--- config.mk ---
export PLATFORM = sky130hd
export DESIGN_NAME = csp_serial_ctrl
export DESIGN_NICKNAME = d
export VERILOG_FILES = /design/src/csp_pkg.sv /design/src/csp_serial_ctrl.sv /design/src/csp_sync.sv
export SDC_FILE = /design/constraint.sdc
export NUM_CORES = 2
export LEC_CHECK = 0
export BUFFER_PORTS_ARGS = -buffer_cell sky130_fd_sc_hd__buf_2
export CAP_MARGIN = 20
export CORE_UTILIZATION = 53
export CTS_CLUSTER_SIZE = 30
export DETAILED_ROUTE_END_ITERATION = 16
export MAX_ROUTING_LAYER = met4
export PLACE_DENSITY = 0.72
export SLEW_MARGIN = 20
export SYNTH_ARGS = -nofsm -noshare
export SYNTH_HDL_FRONTEND = slang
export SYNTH_SLANG_ARGS = --single-unit
--- constraint.sdc ---
create_clock -name i_core_clk -period 3.1 [get_ports i_core_clk]
set_clock_uncertainty 0.1 [all_clocks]
set_input_delay 0.155 -clock i_core_clk [delete_from_list [all_inputs] [get_ports i_core_clk]]
set_output_delay 0.155 -clock i_core_clk [all_outputs]
set_load 0.005 [all_outputs]
--- src/csp_pkg.sv ---
// constants, carrier types and register defaults of the serial control port
// assumes a 7-bit register address space of 16-bit control registers
package csp_pkg;
    // register map
    localparam int REG_COUNT = 128;
    localparam logic [6:0] REG_RESET_ID = 7'h00;
    localparam logic [6:0] REG_POWER_ONE = 7'h01;
    localparam logic [6:0] REG_GPIO_CTRL = 7'h08;
    localparam logic [6:0] REG_IF_CTRL = 7'h09;
    // field positions
    localparam int GPIO_REPURPOSE_POS = 7;
    localparam int SEQ_WRITE_POS = 1;
    // reset values
    localparam logic [15:0] DEF_ZERO = 16'h0000;
    localparam logic [15:0] DEF_IF_CTRL = 16'h0002;
    // fixed 2-wire device address, binary 0011010
    localparam logic [6:0] DEV_ADDR = 7'h1A;
    // frame and bit counts
    localparam logic [4:0] ALT_FRAME_BITS = 5'h18;
    localparam logic [4:0] WORD_BITS = 5'h10;
    localparam logic [4:0] RB_HDR_LAST = 5'h07;
    localparam logic [4:0] CNT_MAX = 5'h1F;
    localparam logic [2:0] BYTE_LAST = 3'h7;

    // one register write request
    typedef struct packed {
        logic en;
        logic [6:0] addr;
        logic [15:0] data;
    } csp_wr_t;

    // 2-wire slave states
    typedef enum logic [3:0] {
        TW_IDLE = 4'h1,
        TW_DEV = 4'h2,
        TW_ACK = 4'h4,
        TW_BYTE = 4'h8
    } csp_tw_state_t;

    // default value of each control register
    function automatic logic [15:0] csp_default(input logic [6:0] addr);
        csp_default = (addr == REG_IF_CTRL) ? DEF_IF_CTRL : DEF_ZERO;
    endfunction
endpackage

--- src/csp_serial_ctrl.sv ---
// serial control port: 3-wire and 2-wire register writes, 3-wire readback
// assumes all pins are asynchronous to i_core_clk; the pad merges the data
// line from o_serial_data_line and o_serial_data_line_oe_n (low = drive)
`timescale 1ns/1ns
module csp_serial_ctrl #(
    parameter logic [15:0] PART_IDENTIFIER = 16'h5A5A, // value is arbitrary
    parameter logic [2:0] SILICON_REVISION_CODE = 3'h1 // value is arbitrary
) (
    input wire logic i_core_clk,
    input wire logic i_rst,
    input wire logic i_shift_clk,
    input wire logic i_serial_data_line,
    input wire logic i_latch_select_pin,
    input wire logic i_iface_select_pin,
    input wire logic [6:0] i_rd_addr,
    output logic o_serial_data_line,
    output logic o_serial_data_line_oe_n,
    output logic [15:0] o_rd_data,
    output logic o_three_wire,
    output logic o_sw_reset
);
    logic [3:0] pin_lvl;
    logic [3:0] pin_rise;
    logic [3:0] pin_fall;
    logic scl;
    logic scl_rise;
    logic scl_fall;
    logic sda;
    logic sda_rise;
    logic sda_fall;
    logic latch_fall;
    logic latch_rise;
    logic three_wire;
    logic seq_enable;
    logic start_det;
    logic stop_det;
    logic [15:0] regs_reg [0:csp_pkg::REG_COUNT-1];
    csp_pkg::csp_wr_t tw_wr_reg;
    csp_pkg::csp_wr_t t3_wr_reg;
    csp_pkg::csp_wr_t wr;
    logic sw_reset;
    logic [15:0] rd_data_reg;
    logic sw_reset_reg;

    // pin synchronisers; bit order: select, latch, data, clock
    csp_sync #(
        .WIDTH(4)
    ) u_sync (
        .i_core_clk(i_core_clk),
        .i_rst(i_rst),
        .i_async({i_iface_select_pin, i_latch_select_pin, i_serial_data_line, i_shift_clk}),
        .o_level(pin_lvl),
        .o_rise(pin_rise),
        .o_fall(pin_fall)
    );

    // named views of the synchronised pins
    assign scl = pin_lvl[0];
    assign scl_rise = pin_rise[0];
    assign scl_fall = pin_fall[0];
    assign sda = pin_lvl[1];
    assign sda_rise = pin_rise[1];
    assign sda_fall = pin_fall[1];
    assign latch_rise = pin_rise[2];
    assign latch_fall = pin_fall[2];

    // interface mode from the select pin or the repurpose bit, sequential write enable from the register file
    assign three_wire = pin_lvl[3] | regs_reg[csp_pkg::REG_GPIO_CTRL][csp_pkg::GPIO_REPURPOSE_POS];
    assign seq_enable = regs_reg[csp_pkg::REG_IF_CTRL][csp_pkg::SEQ_WRITE_POS];

    // bus conditions seen while the clock is high
    assign start_det = scl & sda_fall;
    assign stop_det = scl & sda_rise;

    // readback contents for the few readable addresses
    function automatic logic [15:0] rb_value(input logic [6:0] addr);
        if (addr == csp_pkg::REG_RESET_ID) begin
            rb_value = PART_IDENTIFIER;
        end else if (addr == csp_pkg::REG_POWER_ONE) begin
            rb_value = {13'h0000, SILICON_REVISION_CODE};
        end else begin
            rb_value = 16'h0000;
        end
    endfunction

    // ---- 3-wire side ----
    logic [23:0] sh3_reg;
    logic [4:0] cnt3_reg;
    logic rd_active_reg;
    logic rd_drive_reg;
    logic rd_bit_reg;
    logic [15:0] rd_sh_reg;
    logic [4:0] rd_cnt_reg;
    logic rb_start;

    // header of eight bits with direction one starts a readback
    assign rb_start = three_wire & scl_rise & (cnt3_reg == csp_pkg::RB_HDR_LAST) & sh3_reg[6];

    // shift register and bit count, restarted when the latch pin falls
    always_ff @(posedge i_core_clk) begin
        if (i_rst || !three_wire || latch_fall) begin
            sh3_reg <= 24'h000000;
            cnt3_reg <= 5'h00;
        end else if (scl_rise) begin
            sh3_reg <= {sh3_reg[22:0], sda};
            if (cnt3_reg != csp_pkg::CNT_MAX) begin
                cnt3_reg <= cnt3_reg + 5'h01;
            end
        end
    end

    // readback: load on header, shift out msb first on clock falls
    always_ff @(posedge i_core_clk) begin
        if (i_rst || !three_wire || latch_rise) begin
            rd_active_reg <= 1'b0;
            rd_drive_reg <= 1'b0;
            rd_bit_reg <= 1'b0;
            rd_sh_reg <= 16'h0000;
            rd_cnt_reg <= 5'h00;
        end else if (rb_start) begin
            rd_active_reg <= 1'b1;
            rd_sh_reg <= rb_value({sh3_reg[5:0], sda});
            rd_cnt_reg <= 5'h00;
        end else if (rd_active_reg && scl_fall) begin
            if (rd_cnt_reg == csp_pkg::WORD_BITS) begin
                rd_drive_reg <= 1'b0; // back to input after last bit
            end else begin
                rd_drive_reg <= 1'b1;
                rd_bit_reg <= rd_sh_reg[15];
                rd_sh_reg <= {rd_sh_reg[14:0], 1'b0};
                rd_cnt_reg <= rd_cnt_reg + 5'h01;
            end
        end
    end

    // latch rise commits a write for frames of 16 or more bits unless the frame was a readback
    always_ff @(posedge i_core_clk) begin
        if (i_rst) begin
            t3_wr_reg <= '0;
        end else begin
            t3_wr_reg.en <= 1'b0;
            if (three_wire && latch_rise && !rd_active_reg) begin
                if (cnt3_reg == csp_pkg::ALT_FRAME_BITS && !sh3_reg[23]) begin
                    t3_wr_reg.en <= 1'b1;
                    t3_wr_reg.addr <= sh3_reg[22:16];
                    t3_wr_reg.data <= sh3_reg[15:0];
                end else if (cnt3_reg >= csp_pkg::WORD_BITS) begin
                    t3_wr_reg.en <= 1'b1;
                    t3_wr_reg.addr <= sh3_reg[15:9];
                    t3_wr_reg.data <= {7'h00, sh3_reg[8:0]};
                end
            end
        end
    end

    // ---- 2-wire side ----
    csp_pkg::csp_tw_state_t state_reg;
    logic [2:0] tw_cnt_reg;
    logic [6:0] tw_sh_reg;
    logic ack_on_reg;
    logic [7:0] hi_reg;
    logic byte_idx_reg;
    logic [6:0] seq_addr_reg;
    logic seq_valid_reg;
    logic [7:0] tw_byte;
    logic [6:0] tw_addr;

    // byte completed by the current clock rise
    assign tw_byte = {tw_sh_reg, sda};
    // continued pairs go to the next address when sequential writes are on
    assign tw_addr = (seq_valid_reg && seq_enable) ? seq_addr_reg : hi_reg[7:1];

    // slave state machine
    always_ff @(posedge i_core_clk) begin
        if (i_rst || three_wire) begin
            state_reg <= csp_pkg::TW_IDLE;
            tw_cnt_reg <= 3'h0;
            tw_sh_reg <= 7'h00;
            ack_on_reg <= 1'b0;
            hi_reg <= 8'h00;
            byte_idx_reg <= 1'b0;
            seq_addr_reg <= 7'h00;
            seq_valid_reg <= 1'b0;
        end else if (stop_det) begin
            state_reg <= csp_pkg::TW_IDLE;
            ack_on_reg <= 1'b0;
        end else if (start_det) begin
            ack_on_reg <= 1'b0;
            tw_cnt_reg <= 3'h0;
            byte_idx_reg <= 1'b0;
            seq_valid_reg <= 1'b0;
            if (state_reg == csp_pkg::TW_IDLE) begin
                state_reg <= csp_pkg::TW_DEV;
            end else begin
                state_reg <= csp_pkg::TW_IDLE;
            end
        end else begin
            case (state_reg)
                csp_pkg::TW_DEV: begin
                    if (scl_rise) begin
                        tw_sh_reg <= tw_byte[6:0];
                        tw_cnt_reg <= tw_cnt_reg + 3'h1;
                        if (tw_cnt_reg == csp_pkg::BYTE_LAST) begin
                            if (tw_byte[7:1] == csp_pkg::DEV_ADDR && !tw_byte[0]) begin
                                state_reg <= csp_pkg::TW_ACK;
                            end else begin
                                state_reg <= csp_pkg::TW_IDLE;
                            end
                        end
                    end
                end
                csp_pkg::TW_BYTE: begin
                    if (scl_rise) begin
                        tw_sh_reg <= tw_byte[6:0];
                        tw_cnt_reg <= tw_cnt_reg + 3'h1;
                        if (tw_cnt_reg == csp_pkg::BYTE_LAST) begin
                            state_reg <= csp_pkg::TW_ACK;
                            byte_idx_reg <= ~byte_idx_reg;
                            if (!byte_idx_reg) begin
                                hi_reg <= tw_byte;
                            end else begin
                                seq_addr_reg <= tw_addr + 7'h01;
                                seq_valid_reg <= 1'b1;
                            end
                        end
                    end
                end
                csp_pkg::TW_ACK: begin
                    // drive low for the one clock pulse after the byte
                    if (scl_fall) begin
                        if (!ack_on_reg) begin
                            ack_on_reg <= 1'b1;
                        end else begin
                            ack_on_reg <= 1'b0;
                            state_reg <= csp_pkg::TW_BYTE;
                            tw_cnt_reg <= 3'h0;
                        end
                    end
                end
                default: begin
                    state_reg <= csp_pkg::TW_IDLE;
                end
            endcase
        end
    end

    // second byte of a pair issues the write
    always_ff @(posedge i_core_clk) begin
        if (i_rst) begin
            tw_wr_reg <= '0;
        end else begin
            tw_wr_reg.en <= 1'b0;
            if (!three_wire && !start_det && !stop_det && state_reg == csp_pkg::TW_BYTE
                && scl_rise && tw_cnt_reg == csp_pkg::BYTE_LAST && byte_idx_reg) begin
                tw_wr_reg.en <= 1'b1;
                tw_wr_reg.addr <= tw_addr;
                tw_wr_reg.data <= {7'h00, hi_reg[0], tw_byte};
            end
        end
    end

    // ---- register file ----
    assign wr = tw_wr_reg.en ? tw_wr_reg : t3_wr_reg;
    assign sw_reset = wr.en && (wr.addr == csp_pkg::REG_RESET_ID);

    // reset and register-zero writes load defaults, others store
    always_ff @(posedge i_core_clk) begin
        if (i_rst || sw_reset) begin
            for (int i = 0; i < csp_pkg::REG_COUNT; i++) begin
                regs_reg[i] <= csp_pkg::csp_default(7'(i));
            end
        end else if (wr.en) begin
            regs_reg[wr.addr] <= wr.data;
        end
    end

    // internal read port and reset pulse for the rest of the chip
    always_ff @(posedge i_core_clk) begin
        if (i_rst) begin
            rd_data_reg <= 16'h0000;
            sw_reset_reg <= 1'b0;
        end else begin
            rd_data_reg <= regs_reg[i_rd_addr];
            sw_reset_reg <= sw_reset;
        end
    end

    // outputs
    assign o_rd_data = rd_data_reg;
    assign o_sw_reset = sw_reset_reg;
    assign o_three_wire = three_wire;
    assign o_serial_data_line = rd_bit_reg & ~ack_on_reg;
    assign o_serial_data_line_oe_n = ~(ack_on_reg | rd_drive_reg);
endmodule

--- src/csp_sync.sv ---
// two-flop synchroniser with edge detection for a group of pin inputs
// assumes inputs idle high (pulled-up bus lines)
`timescale 1ns/1ns
module csp_sync #(
    parameter int WIDTH = 4
) (
    input wire logic i_core_clk,
    input wire logic i_rst,
    input wire logic [WIDTH-1:0] i_async,
    output logic [WIDTH-1:0] o_level,
    output logic [WIDTH-1:0] o_rise,
    output logic [WIDTH-1:0] o_fall
);
    logic [WIDTH-1:0] meta_reg;
    logic [WIDTH-1:0] sync_reg;
    logic [WIDTH-1:0] last_reg;

    // first stage feeds only the second
    always_ff @(posedge i_core_clk) begin
        if (i_rst) begin
            meta_reg <= '1;
            sync_reg <= '1;
            last_reg <= '1;
        end else begin
            meta_reg <= i_async;
            sync_reg <= meta_reg;
            last_reg <= sync_reg;
        end
    end

    // edges from the settled copies
    assign o_level = sync_reg;
    assign o_rise = sync_reg & ~last_reg;
    assign o_fall = ~sync_reg & last_reg;
endmodule
==> key figures <==
Outcome
  – Status: finished, final reports clean

Setup path
  – Setup crit end kind: flop
  – Critical path arrival: 3.28 ns
  – CP peak stage delay: 0.68 ns
  – Critical-path maximum fanout: 16
  – Slowest-stage cell, CP: nor2_2
  – Crit path launch type: flop
  – Crit path to: regs_reg[125][8]
  – Worst Setup SP: tw_wr_reg[23]
  – CP required: 3.48 ns
  – Reg2reg path depth: 5
  – Crit Path Class: reg -> reg
  – Worst r2r src: tw_wr_reg[23]
  – R2R Setup Slk: 0.20 ns
  – Worst path cell trace: buf_4 > a31oi_1 > nor2_2 > nand2_1 > nand2_1
  – Critical Path Most Common Cell: nand2_1
  – RR Endpoint: regs_reg[125][8]

Timing
  – Finish-stage setup viols: 0
  – RSZ-0062 raised after global routing: no
  – Highest clock rate: 344 MHz
  – Fin. Hold Viols: 0
  – Least-Margin Pin Slew: 0.988 ns
  – Post-route clock period utilization: 93.7%
  – Headroom to the max-slew limit: 32.4%
  – Tmin final: 2.90 ns
  – Final Max Tran Viols: 0
  – Hold slack final: 0.182 ns
  – Setup TNS: 0 ns

Clock network
  – Clock-pin slew on the worst setup and hold paths: 0.06 ns
  – CTS tree: built
  – CTS Sinks: 2202
  – CTS root buf: clkbuf_16
  – Buffer count from post-CTS setup fixing: 0
  – Skew-Pair Late Insertion Delay: 0.86 ns
  – TritonCTS Buffers: 211
  – CTS Buffer Depth: 3
  – Htree depth: 4

Layout
  – Multi-input gate area: 0.0270 sq mm
  – Area Growth Syn to Fin: 14.6%
  – Final Instance Area: 0.107 sq mm
  – Fillers: 12700
  – Sequential cell area: 0.0646 sq mm
  – Largest register FFs: 2048
  – Nets: 7246
  – Layout cells sized above 1: 18.1%

Detailed routing
  – Via count: 61700
  – DRT antenna net count: 0
  – Initial DRT Pass Iterations: 6
  – Drt via density: 6.34
  – DR WL/cell: 27.5 microns
  – Starting DRT DRC Count: 9503
  – Final Routed Wirelength: 268000 microns
  – Drt drc: 0

Global routing
  – Remaining global-route overflow: 0
  – Largest net degree at the start of global routing: 89
  – Tot GR Track Use: 30.7%
  – Antenna violations before repair: 9
  – Vias in the first global route: 59000
  – First-pass GRT wire length: 391000 microns

Synthesis
  – Post-synth top cells: nor2_1 (2146), edfxtp_1 (2048), clkbuf_1 (428), nand2_1 (412), mux2i_1 (402)
  – Seq cells post-synth: 2202
  – Ranking of synthesized cells by area: edfxtp_1 (66%), nor2_1 (8.6%), mux4_2 (7.7%)
  – Post-Synthesis Cells: 6941
  – Complex-gate fraction of the synthesized area: 4.35%
  – Area leader, netlist: edfxtp_1
  – Cell with the most instances after synthesis: nor2_1
  – Synth cell types: 58
  – Asr flop ratio synth: 0%
  – Seq/Total Area, Yosys: 68.9%
  – Post-Synth Adder-Cell Area: 0.107%
  – Post-synthesis mux area share: 12.0%
  – Simple-gate share of the synthesized area: 11.8%
  – Main combinational cell family by area after synthesis: multiplexers
  – Mapped Area: 0.0937 sq mm
  – Synth Flop Type: edfxtp_1
  – Count of warnings emitted by yosys: 0
  – Post-synth EDFFs: 2048
  – Synth Area in XOR/XNOR: 0.0935%
  – Synthesized area per cell: 13.5 sq um
  – Yosys top cell area share: 65.6%

Floorplanning
  – Die footprint: 0.178 sq mm
  – Die Ht: 422 microns
  – Die Width: 422 microns
  – Initial Util: 53.6%
  – # IOs: 33
  – # rows: 153
  – Core area: 0.175 sq mm

Pwr
  – Max IR drop VDD: 0.492 mV
  – Leakage: 35.9 nW
  – Pwr dens: 582 mW/mm^2

Flow run
  – Maximum Capacitance Violations: 0

Place
  – Placer congestion estimate: 0.944
  – Post-DP Area: 0.101 sq mm
  – # port buffers: 32
  – DP HPWL: 173000 microns

Hold path
  – Worst hold path type: in -> reg
[cell type report]
| type | count | share of cell area (%) |
|---|---|---|
| Timing Repair Buffer | 664 | 5.67 |
| Tap cell | 2325 | 2.71 |
| Antenna cell | 8 | 0.0186 |
| Multi-Input combinational cell | 4129 | 25.2 |
| Inverter | 17 | 0.0594 |
| Sequential cell | 2202 | 60.2 |
| Clock inverter | 127 | 1.09 |
| Clock buffer | 263 | 5.14 |
[cell usage in the layout, fill, tap and decap left out, types with 16 or more instances in the layout]
cell and count:
nor2_1 2142, edfxtp_1 2048, buf_4 532, nand2_1 412
mux2i_1 392, mux4_2 320, a22oi_1 311, clkbuf_16 212
dfxtp_1 153, buf_12 91, a21oi_1 84, nand3_1 62
nand4_1 59, clkinv_1 54, clkbuf_1 49, a31oi_1 39
clkinv_2 34, buf_2 30, a211oi_1 22, a311oi_1 22
nor2b_1 21, o21ai_0 20, inv_1 17, a22o_1 16
bufinv_16 16, conb_1 16
[cells by family (layout without fill, tap and decap cells)]
| kind of cell | count (synthesis) | in the layout |
|---|---|---|
| AOI/OAI and AO/OA | 569 | 569 |
| xor gates and xnor gates | 10 | 10 |
| adders and majority gates | 8 | 8 |
| buffers and inverters | 625 | 1071 |
| DFF | 2202 | 2202 |
| muxes | 726 | 726 |
| other | 1 | 24 |
| and+or+nand+nor | 2800 | 2800 |
[per-layer routing]
metal	up-vias	GRT usage (%)	wire [microns]
met5	-	-	0
met4	0	12.0	11800
met3	605	5.56	31200
met2	4204	47.0	127000
met1	31000	40.9	98000
li1	25900	-	-
[how the worst min path moves through the flow]
stage / to / cells past startpoint / start
finish: o_rd_data[7] / 5 / i_rd_addr[3]
global route: o_rd_data[7] / 5 / i_rd_addr[2]
CTS: o_rd_data[7] / 5 / i_rd_addr[3]
detailed placement: u_sync.meta_reg[1] / 2 / i_serial_data_line
global placement: u_sync.meta_reg[2] / 2 / i_latch_select_pin
floorplan: u_sync.meta_reg[0] / 1 / i_shift_clk
[worst max-delay path: cells and delay by family, from the launching register on]
kind / cells / cell delay, ns
and+or+nand+nor: 3 / 1.48
buffers and inverters: 1 / 0.25
AOI/OAI and AO/OA: 1 / 0.20
DFF: 1 / 0.48
[timing repair]
item | CTS | global route
endpoints found under the hold margin | 19 | 0
gates resized for setup | 0 | 0
hold buffers | 9 | 0
[through the flow]
stage               worst slack (ns)  util (%)  cells  power, mW
detailed placement            -0.228      57.5   9328       37.8
global route                  0.0731      61.4   9734       63.8
floorplan                      0.247         -   6956       36.2
global placement              -0.484      57.5   9328       37.7
CTS                            0.232      61.4   9727       62.5
finish                         0.196      61.4   9735       62.4
[power by group]
part	internal, mW	total (mW)	leakage, nW	switching, mW
Combinational	1.35	3.46	10.7	2.10
Clock	14.0	25.2	3.25	11.2
Sequential	33.4	33.8	21.9	0.354
Total	48.7	62.4	35.9	13.7
Note: power is estimated with default switching activity, not from simulation.
